## config.mk

```make
export PLATFORM = sky130hd
export DESIGN_NAME = ldd_core
export DESIGN_NICKNAME = d
export VERILOG_FILES = /design/src/logic/ldd_core.v
export VERILOG_INCLUDE_DIRS = /design/src /design/src/logic
export SDC_FILE = /design/constraint.sdc
export NUM_CORES = 2
export LEC_CHECK = 0
export BUFFER_PORTS_ARGS = -buffer_cell sky130_fd_sc_hd__buf_4
export CAP_MARGIN = 25
export CORE_MARGIN = 2
export CORE_UTILIZATION = 25
export DETAILED_ROUTE_END_ITERATION = 7
export PLACE_DENSITY = 0.36
export SETUP_SLACK_MARGIN = 0.02
export SLEW_MARGIN = 10
export SYNTH_ARGS = -nofsm -noshare
export SYNTH_HDL_FRONTEND = slang
export SYNTH_SLANG_ARGS = --single-unit
export TNS_END_PERCENT = 20
```

## constraint.sdc

```tcl
create_clock -name clk_i -period 5.6 [get_ports clk_i]
set_input_delay 0.84 -clock clk_i [delete_from_list [all_inputs] [get_ports clk_i]]
set_output_delay 0.84 -clock clk_i [all_outputs]
set_load 0.02 [all_outputs]
```

## src/logic/ldd_consts.vh

```
// Constants for the LED dimming driver core
`ifndef LDD_CONSTS_VH
`define LDD_CONSTS_VH
// ****************************************
// Timing
// ****************************************
`define LDD_CLK_PS 5000
`define LDD_OSC_PS 125000
`define LDD_TICK_CYC (`LDD_OSC_PS / `LDD_CLK_PS)
`define LDD_FILT_NS 50
`define LDD_FILT_CYC ((`LDD_FILT_NS * 1000) / `LDD_CLK_PS)
`define LDD_BLINK_PRE 8
// ****************************************
// Register indices (byte address is index * 4)
// ****************************************
`define LDD_R_MODE 6'd0
`define LDD_R_GRP_DUTY 6'd1
`define LDD_R_GRP_FREQ 6'd2
`define LDD_R_IREF 6'd3
`define LDD_R_DELAY 6'd4
`define LDD_R_GRP_ADDR 6'd5
`define LDD_R_SUB1 6'd6
`define LDD_R_SUB2 6'd7
`define LDD_R_SUB3 6'd8
`define LDD_R_STATUS 6'd9
`define LDD_R_OPEN 6'd10
`define LDD_R_SHORT 6'd11
`define LDD_R_BRIGHT0 6'd12
`define LDD_R_STATE0 6'd36
`define LDD_NUM_CFG 42
// ****************************************
// Fields
// ****************************************
`define LDD_F_BLINK 0
`define LDD_F_ON_ACK 1
`define LDD_F_GRP_EN 4
`define LDD_F_SUB1_EN 5
`define LDD_F_SUB2_EN 6
`define LDD_F_SUB3_EN 7
`define LDD_ST_OFF 2'd0
`define LDD_ST_ON 2'd1
`define LDD_ST_IND 2'd2
`define LDD_ST_GRP 2'd3
// ****************************************
// Reset values
// ****************************************
`define LDD_MODE_RST 8'h20
`define LDD_GRP_DUTY_RST 8'hff
`define LDD_GRP_ADDR_RST 8'he0
`define LDD_SUB1_RST 8'hb6
`define LDD_SUB2_RST 8'hb8
`define LDD_SUB3_RST 8'hba
`define LDD_ADDR_BASE 7'h01
`define LDD_GCALL 8'h00
`define LDD_BUS_RESET_CALL_DATA 8'h06
`endif

```

## src/logic/ldd_core.v

```verilog
// LED dimming driver core: PWM engines, serial target, register bank
`timescale 1ns/1ps
`include "ldd_consts.vh"
// Operation
// - Each of 24 outputs has its own 8-bit PWM at 31.25 kHz.
// - Brightness has 256 linear steps, 0 to 99.6 percent, reset fully off.
// - Shared group PWM dims at 122 Hz; duty resets to maximum.
// - Blink mode period programmable from 15 Hz to 16.8 s, duty adjustable.
// - Per output state: off, on, individual PWM, individual plus group.
// - Programmable per-channel delay staggers output turn-on instants.
// - Serial writes apply at each acknowledge or all at stop; stop default.
// - Active-low output enable input gates all outputs at once.
// - Answers group and three sub addresses, each enabled by software.
// - One sub address defaults to a value identifying a 24-channel part.
// - Software reset call reinitialises everything like power-on reset.
// - Open, short and overtemperature conditions held in readable flags.
// - Overtemperature disables all output drive.
// - PWM and blink timing derives from an internal 8 MHz time base.
// - Three five-level address inputs select one of 125 addresses.
// - An 8-bit code sets the peak output current.
// - Serial clock and data are filtered against short pulses.
// - Outputs stay off and glitch free from reset until configured.
// - Address inputs sampled only after reset, then ignored.
module ldd_core (
   input wire clk_i,
   input wire rst_i,
   input wire wb_cyc_i,
   input wire wb_stb_i,
   input wire wb_we_i,
   input wire [7:0] wb_adr_i,
   input wire [3:0] wb_sel_i,
   input wire [31:0] wb_dat_i,
   output reg [31:0] wb_dat_o,
   output reg wb_ack_o,
   input wire scl_i,
   input wire sda_i,
   output wire sda_o,
   output reg sda_oe_o,
   input wire output_enable_n_i,
   input wire [8:0] addr_level_i,
   input wire [23:0] open_det_i,
   input wire [23:0] short_det_i,
   input wire overtemp_i,
   output reg [23:0] sink_output_o,
   output reg [7:0] iref_code_o
);

   // ****************************************
   // Reset
   // ****************************************
   reg soft_rst;
   wire srst = rst_i | soft_rst;

   // ****************************************
   // Input synchronisers and filters
   // ****************************************
   wire [51:0] raw = {scl_i, sda_i, output_enable_n_i, overtemp_i,
                      open_det_i, short_det_i};
   reg [51:0] s1;
   reg [51:0] s2;
   reg [51:0] s3;
   reg [51:0] flt;
   always @(posedge clk_i) begin
      if (srst) begin
         s1 <= 52'he000000000000;
         s2 <= 52'he000000000000;
         s3 <= 52'he000000000000;
         flt <= 52'he000000000000;
      end else begin
         s1 <= raw;
         s2 <= s1;
         s3 <= s2;
         // A change is accepted once the last two stages agree
         flt <= (~(s2 ^ s3) & s2) | ((s2 ^ s3) & flt);
      end
   end
   wire oe_n_f = flt[49];
   wire ot_f = flt[48];
   wire [23:0] open_f = flt[47:24];
   wire [23:0] short_f = flt[23:0];

   // Spike filter on the serial lines
   wire [1:0] lin;
   genvar k;
   generate
      for (k = 0; k < 2; k = k + 1) begin : gflt
         reg q;
         reg [3:0] c;
         always @(posedge clk_i) begin
            if (srst) begin
               q <= 1'b1;
               c <= 4'h0;
            end else if (flt[50 + k] == q) begin
               c <= 4'h0;
            end else if (c == `LDD_FILT_CYC - 1) begin
               q <= flt[50 + k];
               c <= 4'h0;
            end else begin
               c <= c + 4'h1;
            end
         end
         assign lin[k] = q;
      end
   endgenerate
   reg [1:0] lin_d;
   always @(posedge clk_i) begin
      if (srst) begin
         lin_d <= 2'b11;
      end else begin
         lin_d <= lin;
      end
   end
   wire scl_rise = lin[1] & ~lin_d[1];
   wire scl_fall = ~lin[1] & lin_d[1];
   wire bus_start = lin[1] & lin_d[1] & lin_d[0] & ~lin[0];
   wire bus_stop = lin[1] & lin_d[1] & ~lin_d[0] & lin[0];

   // ****************************************
   // Target address capture
   // ****************************************
   reg [6:0] own_addr;
   reg cap_pend;
   wire [2:0] lv0 = (addr_level_i[2:0] > 3'd4) ? 3'd4 : addr_level_i[2:0];
   wire [2:0] lv1 = (addr_level_i[5:3] > 3'd4) ? 3'd4 : addr_level_i[5:3];
   wire [2:0] lv2 = (addr_level_i[8:6] > 3'd4) ? 3'd4 : addr_level_i[8:6];
   wire [6:0] addr_idx = {2'b00, lv2} * 7'd25 + {4'h0, lv1} * 7'd5
                         + {4'h0, lv0};
   always @(posedge clk_i) begin
      if (srst) begin
         own_addr <= `LDD_ADDR_BASE;
         cap_pend <= 1'b1;
      end else if (cap_pend) begin
         own_addr <= `LDD_ADDR_BASE + addr_idx;
         cap_pend <= 1'b0;
      end
   end

   // ****************************************
   // Register bank
   // ****************************************
   reg [7:0] cfg [0:`LDD_NUM_CFG-1];
   reg [7:0] stage [0:`LDD_NUM_CFG-1];
   reg [`LDD_NUM_CFG-1:0] dirty;
   integer i;

   function [7:0] rst_val;
      input [5:0] ix;
      begin
         case (ix)
            `LDD_R_MODE: rst_val = `LDD_MODE_RST;
            `LDD_R_GRP_DUTY: rst_val = `LDD_GRP_DUTY_RST;
            `LDD_R_GRP_ADDR: rst_val = `LDD_GRP_ADDR_RST;
            `LDD_R_SUB1: rst_val = `LDD_SUB1_RST;
            `LDD_R_SUB2: rst_val = `LDD_SUB2_RST;
            `LDD_R_SUB3: rst_val = `LDD_SUB3_RST;
            default: rst_val = 8'h00;
         endcase
      end
   endfunction

   function writable;
      input [5:0] ix;
      begin
         writable = (ix < `LDD_NUM_CFG) && (ix != `LDD_R_STATUS)
                    && (ix != `LDD_R_OPEN) && (ix != `LDD_R_SHORT);
      end
   endfunction

   wire [7:0] mode_r = cfg[`LDD_R_MODE];
   wire on_ack = mode_r[`LDD_F_ON_ACK];

   // ****************************************
   // Serial target
   // ****************************************
   localparam ST_IDLE = 3'd0;
   localparam ST_ADDR = 3'd1;
   localparam ST_PTR = 3'd2;
   localparam ST_DATA = 3'd3;
   localparam ST_GCALL = 3'd4;
   reg [2:0] ist;
   reg [3:0] bcnt;
   reg [7:0] shreg;
   reg in_ack;
   reg [5:0] ptr;
   reg bus_reset_call_pend;

   wire byte_done = scl_fall & ~in_ack & (bcnt == 4'd8) & (ist != ST_IDLE);
   wire [6:0] ra = shreg[7:1];
   wire amatch = ~shreg[0] & ((ra == own_addr)
      | (mode_r[`LDD_F_GRP_EN] & (ra == cfg[`LDD_R_GRP_ADDR][7:1]))
      | (mode_r[`LDD_F_SUB1_EN] & (ra == cfg[`LDD_R_SUB1][7:1]))
      | (mode_r[`LDD_F_SUB2_EN] & (ra == cfg[`LDD_R_SUB2][7:1]))
      | (mode_r[`LDD_F_SUB3_EN] & (ra == cfg[`LDD_R_SUB3][7:1])));
   wire i2c_wr = byte_done & (ist == ST_DATA) & writable(ptr);
   wire commit_all = bus_stop & (ist != ST_IDLE) & ~on_ack;

   always @(posedge clk_i) begin
      if (srst) begin
         ist <= ST_IDLE;
         bcnt <= 4'h0;
         shreg <= 8'h00;
         in_ack <= 1'b0;
         sda_oe_o <= 1'b0;
         ptr <= 6'h00;
         bus_reset_call_pend <= 1'b0;
      end else if (bus_start) begin
         ist <= ST_ADDR;
         bcnt <= 4'h0;
         in_ack <= 1'b0;
         sda_oe_o <= 1'b0;
         bus_reset_call_pend <= 1'b0;
      end else if (bus_stop) begin
         ist <= ST_IDLE;
         in_ack <= 1'b0;
         sda_oe_o <= 1'b0;
      end else if (scl_rise && ist != ST_IDLE && !in_ack) begin
         shreg <= {shreg[6:0], lin[0]};
         bcnt <= bcnt + 4'h1;
      end else if (scl_fall && in_ack) begin
         in_ack <= 1'b0;
         sda_oe_o <= 1'b0;
         bcnt <= 4'h0;
      end else if (byte_done) begin
         case (ist)
            ST_ADDR: begin
               if (amatch) begin
                  ist <= ST_PTR;
                  in_ack <= 1'b1;
                  sda_oe_o <= 1'b1;
               end else if (shreg == `LDD_GCALL) begin
                  ist <= ST_GCALL;
                  in_ack <= 1'b1;
                  sda_oe_o <= 1'b1;
               end else begin
                  ist <= ST_IDLE;
               end
            end
            ST_PTR: begin
               ptr <= shreg[5:0];
               ist <= ST_DATA;
               in_ack <= 1'b1;
               sda_oe_o <= 1'b1;
            end
            ST_DATA: begin
               ptr <= ptr + 6'h01;
               in_ack <= 1'b1;
               sda_oe_o <= 1'b1;
            end
            ST_GCALL: begin
               if (shreg == `LDD_BUS_RESET_CALL_DATA) begin
                  bus_reset_call_pend <= 1'b1;
                  in_ack <= 1'b1;
                  sda_oe_o <= 1'b1;
               end
               ist <= ST_IDLE;
            end
            default: ist <= ST_IDLE;
         endcase
      end
   end
   assign sda_o = 1'b0;

   // Software reset fires at the stop so the call itself completes cleanly
   always @(posedge clk_i) begin
      if (rst_i) begin
         soft_rst <= 1'b0;
      end else begin
         soft_rst <= bus_stop & bus_reset_call_pend & ~soft_rst;
      end
   end

   // ****************************************
   // Wishbone slave
   // ****************************************
   wire wb_req = wb_cyc_i & wb_stb_i & ~wb_ack_o;
   wire [5:0] widx = wb_adr_i[7:2];
   wire wb_wr = wb_req & wb_we_i;
   wire [23:0] lane = {{8{wb_sel_i[2]}}, {8{wb_sel_i[1]}}, {8{wb_sel_i[0]}}};

   always @(posedge clk_i) begin
      if (srst) begin
         for (i = 0; i < `LDD_NUM_CFG; i = i + 1) begin
            cfg[i] <= rst_val(i[5:0]);
            stage[i] <= 8'h00;
         end
         dirty <= {`LDD_NUM_CFG{1'b0}};
      end else begin
         if (commit_all) begin
            for (i = 0; i < `LDD_NUM_CFG; i = i + 1) begin
               if (dirty[i]) begin
                  cfg[i] <= stage[i];
               end
            end
            dirty <= {`LDD_NUM_CFG{1'b0}};
         end
         if (i2c_wr) begin
            if (on_ack) begin
               cfg[ptr] <= shreg;
            end else begin
               stage[ptr] <= shreg;
               dirty[ptr] <= 1'b1;
            end
         end
         // Bus writes apply at once and win over a same-cycle serial write
         if (wb_wr && wb_sel_i[0] && writable(widx)) begin
            cfg[widx] <= wb_dat_i[7:0];
         end
      end
   end

   // Error flags: sticky, write one to clear, a new event beats the clear
   reg [23:0] open_flg;
   reg [23:0] short_flg;
   reg ot_stk;
   wire [23:0] active;
   always @(posedge clk_i) begin
      if (srst) begin
         open_flg <= 24'h000000;
         short_flg <= 24'h000000;
         ot_stk <= 1'b0;
      end else begin
         open_flg <= (open_flg & ~((wb_wr && widx == `LDD_R_OPEN) ?
                     wb_dat_i[23:0] & lane : 24'h000000))
                     | (open_f & active);
         short_flg <= (short_flg & ~((wb_wr && widx == `LDD_R_SHORT) ?
                      wb_dat_i[23:0] & lane : 24'h000000))
                      | (short_f & active);
         ot_stk <= (ot_stk & ~(wb_wr && widx == `LDD_R_STATUS
                    && wb_sel_i[0] && wb_dat_i[1])) | ot_f;
      end
   end

   reg [31:0] rd_mux;
   always @* begin
      rd_mux = 32'h00000000;
      if (writable(widx)) begin
         rd_mux = {24'h000000, cfg[widx]};
      end else if (widx == `LDD_R_STATUS) begin
         rd_mux = {17'h00000, own_addr, 6'h00, ot_stk, ot_f};
      end else if (widx == `LDD_R_OPEN) begin
         rd_mux = {8'h00, open_flg};
      end else if (widx == `LDD_R_SHORT) begin
         rd_mux = {8'h00, short_flg};
      end
   end

   always @(posedge clk_i) begin
      if (srst) begin
         wb_ack_o <= 1'b0;
         wb_dat_o <= 32'h00000000;
      end else begin
         wb_ack_o <= wb_req;
         if (wb_req && !wb_we_i) begin
            wb_dat_o <= rd_mux;
         end
      end
   end

   // ****************************************
   // Time base and PWM counters
   // ****************************************
   reg [4:0] tcnt;
   reg [7:0] pwm_cnt;
   reg [7:0] grp_cnt;
   reg [10:0] pre;
   wire tick = (tcnt == `LDD_TICK_CYC - 1);
   wire wrap = tick & (pwm_cnt == 8'hff);
   wire [10:0] pre_lim = {cfg[`LDD_R_GRP_FREQ], 3'b111};
   wire blink = mode_r[`LDD_F_BLINK];
   wire grp_step = wrap & (~blink | (pre == pre_lim));
   always @(posedge clk_i) begin
      if (srst) begin
         tcnt <= 5'h00;
         pwm_cnt <= 8'h00;
         grp_cnt <= 8'h00;
         pre <= 11'h000;
      end else begin
         tcnt <= tick ? 5'h00 : tcnt + 5'h01;
         if (tick) begin
            pwm_cnt <= pwm_cnt + 8'h01;
         end
         // Blink step is (freq + 1) * 8 individual periods long
         if (wrap) begin
            pre <= (~blink | (pre == pre_lim)) ? 11'h000 : pre + 11'h001;
         end
         if (grp_step) begin
            grp_cnt <= grp_cnt + 8'h01;
         end
      end
   end
   wire grp_on = grp_cnt < cfg[`LDD_R_GRP_DUTY];

   // ****************************************
   // Channel outputs
   // ****************************************
   wire [23:0] ch_on;
   genvar g;
   generate
      for (g = 0; g < 24; g = g + 1) begin : gch
         localparam [4:0] IDX = g;
         wire [12:0] off = cfg[`LDD_R_DELAY] * IDX;
         wire [7:0] phase = pwm_cnt + off[7:0];
         wire [7:0] st_r = cfg[`LDD_R_STATE0 + g / 4];
         wire [1:0] mode = st_r[2 * (g % 4) +: 2];
         wire ind = phase < cfg[`LDD_R_BRIGHT0 + g];
         assign ch_on[g] = (mode == `LDD_ST_ON)
                           | ((mode == `LDD_ST_IND) & ind)
                           | ((mode == `LDD_ST_GRP) & ind & grp_on);
         assign active[g] = (mode != `LDD_ST_OFF);
      end
   endgenerate

   wire en_all = ~oe_n_f & ~ot_f;
   always @(posedge clk_i) begin
      if (srst) begin
         sink_output_o <= 24'h000000;
         iref_code_o <= 8'h00;
      end else begin
         sink_output_o <= ch_on & {24{en_all}};
         iref_code_o <= cfg[`LDD_R_IREF];
      end
   end

endmodule // ldd_core

```

Word level (Yosys, flattened, before mapping)

Memory sizes are Yosys's and may differ from the RTL's. A register that Yosys moved wholly into a read port is not among the register bits.
Cells that the tools add are included.
W data, S select, Z words.

Bits in registers: 432
RAM bits: 672
Input port bits: 110
Output and inout port bits: 67
Word-level logic and storage cells: 792
Memories kept: 2

$add $sub $neg: 34
Multipliers: 20
$lt $le $gt $ge: 32
Eq/ne operators: 104
Multiplexer cells: 269
Bitwise logic cells: 233
Reduce and logical (&&, ||, !) cells: 68

Memories:

| name  | words | bits a word | rd ports | clocked after Yosys merged registers in | write ports | RTL line       | RTL |
|---|---|---|---|---|---|---|---|
| cfg   | 42    | 8           | 40       | 1                                       | 43          | ldd_core.v:141 | `` reg [7:0] cfg [0:`LDD_NUM_CFG-1]; `` |
| stage | 42    | 8           | 42       | 0                                       | 42          | ldd_core.v:142 | `` reg [7:0] stage [0:`LDD_NUM_CFG-1]; `` |

Operator list:

| cell                  | count |
|---|---|
| $mux W8               | 51 |
| $lt A8 B8 Y1          | 25 |
| $mux W1               | 194 |
| $add A8 B8 Y8         | 23 |
| $mux W42              | 4 |
| $and A24 B24 Y24      | 6 |
| $mux W24              | 6 |
| $and A52 B52 Y52      | 2 |
| $and A1 B1 Y1         | 100 |
| $or A1 B1 Y1          | 97 |
| $eq A2 B2 Y1 const B  | 48 |
| $reduce_bool A2 Y1    | 27 |
| $not A52 Y52          | 1 |
| $or A52 B52 Y52       | 1 |
| $xor A52 B52 Y52      | 1 |
| $eq A2 B1 Y1 const B  | 24 |
| $not A24 Y24          | 2 |
| $or A24 B24 Y24       | 2 |
| $or A42 B42 Y42       | 1 |
| $ne A6 B4 Y1 const B  | 6 |
| $eq A7 B7 Y1          | 5 |
| $mul A8 B4 Y8 const B | 4 |
| $mul A8 B5 Y8 const B | 4 |
| $not A1 Y1            | 20 |
| other kinds (54)      | 106 |

Depth between registers and ports, before layout

An unclocked memory read counts as a cell.

Depth after elaboration: 15
Gate-level depth with buffers: 18
Gate-level depth less buffers: 18

Least setup slack after synthesis

Ideal clock, no wire load.

Path type: register to register
Start: mem cfg[4][3]
End: reg sink_output_o[15]
Setup time: 58 ps
Data arrival time: 4443 ps
Data required time: 5542 ps
Setup slack: 1100 ps
Cell stages (with the launch flop): 17
Buffers on the path: 1
Clock period less this slack: 4500 ps
Cells stage by stage: edfxtp_1 clkbuf_1 inv_1 fa_1 inv_1 fa_1 inv_1 fa_1 inv_1 ha_1 xnor2_1 ha_1 a21o_1 a2111oi_0 o21ai_0 a21oi_1 a31o_2

RTL lines:

| element                | RTL line       | RTL |
|---|---|---|
| start: declaration     | ldd_core.v:141 |  |
| end signal: assignment | ldd_core.v:419 | `sink_output_o <= ch_on & {24{en_all}};` |
| end: declaration       | ldd_core.v:44  | `output reg [23:0] sink_output_o,` |

==> results_dict.tcl <==
set metrics [dict create \
    yosys.area_share.adder_pct 9.679 \
    crit_type "reg -> reg" \
    core_um2 267200 \
    grt_max_degree 188 \
    synthesis.area_um2 67020 \
    overflow 0 \
    cts_root_buf "clkbuf_16" \
    grt_pass1_wl_um 434700 \
    dieArea_um2 272200 \
    gp_congestion 0.9565 \
    ys_async_sr_fraction_pct 0 \
    hpwlAfterDp_um 230000 \
    cts_inserted_buffers 150 \
    fin_crit_sh_pct 89.97 \
    finalHoldViolations 0 \
    final.setup.tns_ns 0 \
    wl_met1_um 143500 \
    wl_met3_um 21800 \
    synth_compound_area_share_pct 13.93 \
    wl_per_cell_um 30.23 \
    synth_top_family_by_area "simple AND/OR/NAND/NOR gates" \
    avgViaCountPerCell 5.108 \
    routed_wl_um 319300 \
    met2_length_um 140200 \
    clk_latency_ns 0.85 \
    synth_area_per_cell_um2 9.879 \
    clk_pin_slew_ns 0.07 \
    ys.flop_type "edfxtp_1" \
    start_kind "register" \
    synth_cells 6784 \
    worstPathCellList "fa_1 > fa_1 > inv_1 > fa_1 > inv_1 > ha_1 > a21oi_1 > o21bai_1 > a21oi_1 > xnor2_1 > ha_1 > a21o_1 > a2111oi_0 > o21ai_0 > a21oi_1 > a31o_2" \
    yosys_register_bits 1248 \
    nNetsFinal 7444 \
    fmaxAchievable_mhz 198.5 \
    synth_enable_flop_cells 752 \
    finClkSkew_ns 0.06489 \
    drc_errors 0 \
    cts_setup_buffers 0 \
    period_needed_ns 5.038 \
    cts.path.max_buffers 3 \
    power.leakage_nw 29.85 \
    finalPower_mw 22.72 \
    synth-simple-area-share_pct 14.98 \
    ctsResizeCount 0 \
    cts-htree-levels 4 \
    synth.distinct_cells 82 \
    slowest_stage "fa_1" \
    drt_first_pass_iters 8 \
    timing.critical_path.arrival_ns 5.80 \
    rows 190 \
    maxCapViolations 0 \
    fill_cells 27860 \
    synthMuxAreaShare_pct 3.697 \
    cp-end-kind "register" \
    synth_xor_xnor_area_share_pct 3.189 \
    cp_max_fo 8 \
    antenna_found_initial 32 \
    grtUsageTotal_pct 22.98 \
    die_w_um 521.8 \
    cp_slowest_stage_delay_ns 0.66 \
    die_h_um 521.8 \
    placed_area_um2 73150 \
    ir_worst_vdd_uv 287.0 \
    initial_core_util_pct 25.08 \
    area_growth_pct 16.82 \
    path_buf_inv 2 \
    slew_viol_final 0 \
    setup_viol 0 \
    tightest_slew_ns 1.137 \
    power_density_nw_per_um2 290.2 \
    synth_seq_area_share_pct 48.51 \
    drive_gt1_share_pct 12.28 \
    initialDrtViolationCount 6057 \
    num_vias 53960 \
    io_buffers 156 \
    grt_pass1_vias 51770 \
    ioPinCount 177 \
    status "complete, no violations" \
    fin_area_um2 78290 \
    cts.sinks 1248 \
    crit_required_ns 6.36 \
    routed.top_layer "met5" \
    yosysWarningCount 0 \
    drtAntennaViolNets 0 \
    rsz0062_at_grt "false" \
    slew_headroom_pct 22.06 \
    hold_buffers 0 \
    hold_class "in -> reg" \
    tritoncts "yes" \
    path_delay_family "adder cells" \
]
cells in the final DEF (no fill, tap or decap), types with 128 or more instances in the layout:
cell         n
a21o_1     128
a21oi_1    370
and2_1     171
buf_4      422
clkbuf_16  153
conb_1     153
dfxtp_1    488
edfxtp_1   752
ha_1       368
inv_1      388
nand2_1    643
nand3_1    330
nor2_1     354
nor3_1     303
o21ai_0    420
xnor2_1    176
sequential cells by signal, indices dropped and copies added, names as in the netlist, 7 cells and up, named ones only:
name / cells
iref_code_o: 8
pre: 11
wb_dat_o: 24
own_addr: 7
grp_cnt: 8
gflt.c: 8
s1: 52
pwm_cnt: 8
open_flg: 24
shreg: 8
stage: 336
sink_output_o: 24
cfg: 480
dirty: 42
short_flg: 24
s3: 52
s2: 52
cell families (layout without fill, tap and decap cells):
logic type	count (synthesis)	after routing
and+or+nand+nor	2110	2110
AOI/OAI and AO/OA	1483	1483
DFF	1248	1248
buffers and inverters	1056	1121
adders and majority gates	462	462
xor gates and xnor gates	244	244
muxes	180	180
other	1	165
path summary, 6_finish.rpt:
check	from	to	slack, ns	cells past startpoint
max	cfg[4][0]$_DFFE_PP_	sink_output_o[15]$_SDFF_PP0_	0.56	16
min	output_enable_n_i	s1[49]$_SDFF_PP1_	0.18	2
max reg2reg	cfg[4][0]$_DFFE_PP_	sink_output_o[15]$_SDFF_PP0_	0.56	16
min reg2reg	s1[49]$_SDFF_PP1_	s2[49]$_SDFF_PP1_	0.41	1
stage by stage:
stage	instances	worst slack [ns]	hold WS, ns	util, %
final	10570	0.5618	0.1815	29.30
after detailed placement	10270	0.6100	0.3948	27.38
after CTS	10550	0.5512	0.1059	29.29
after global placement	10260	0.5327	0.4019	27.34
after floorplan	6936	1.100	0.3844	-
after global routing	10560	0.2831	0.1386	29.29
Yosys cell counts (36+ instances only):
cell type / number / area [µm²]
nand4_1: 115 / 719.4
fa_1: 94 / 1882
xnor2_1: 176 / 1541
o21ai_0: 421 / 2107
nand2_1: 647 / 2429
xor2_1: 68 / 595.6
edfxtp_1: 752 / 22580
nor2_1: 358 / 1344
mux2_2: 40 / 450.4
clkbuf_1: 563 / 2113
a221oi_1: 36 / 315.3
inv_1: 398 / 1494
a31oi_1: 104 / 650.6
mux4_2: 50 / 1126
and2_1: 172 / 1076
nand3_1: 332 / 1662
a22oi_1: 53 / 397.9
buf_1: 55 / 206.5
a21o_1: 128 / 960.9
ha_1: 368 / 4604
o211ai_1: 36 / 270.3
nor3_1: 313 / 1567
a21oi_1: 370 / 1852
dfxtp_1: 496 / 9930
a211oi_1: 37 / 277.8
mux2i_1: 90 / 900.9
cell type report:
class,count,area [µm²],share of cell area (%)
inverters,403,1530,1.955
flip-flops and latches,1248,32540,41.57
multi-input cells,4632,31230,39.89
diodes,12,30.03,0.03836
clock buffers,220,4340,5.544
well taps,3552,4444,5.677
clock inverters,61,762.0,0.9733
repair buffers,437,3412,4.358
worst register-to-register path, stage by stage, from the launching register on:
cell       delay, ns
edfxtp_1        0.65
fa_1            0.66
fa_1            0.54
inv_1           0.05
fa_1            0.47
inv_1           0.05
ha_1            0.33
a21oi_1         0.23
o21bai_1        0.09
a21oi_1         0.18
xnor2_1         0.15
ha_1            0.27
a21o_1          0.16
a2111oi_0       0.41
o21ai_0         0.39
a21oi_1         0.22
a31o_2          0.13
power by group:
part	switching (mW)	internal, mW
Combinational	1.52	0.852
Sequential	0.272	10.0
Clock	4.33	5.74
Total	6.12	16.6
per-layer routing:
metal / track usage, % / up-vias
met5: 0 / -
met4: 9.089 / 14
met3: 4.324 / 527
met2: 35.47 / 2192
met1: 31.58 / 27000
li1: - / 24230
Power figures use the tool's default switching activity.
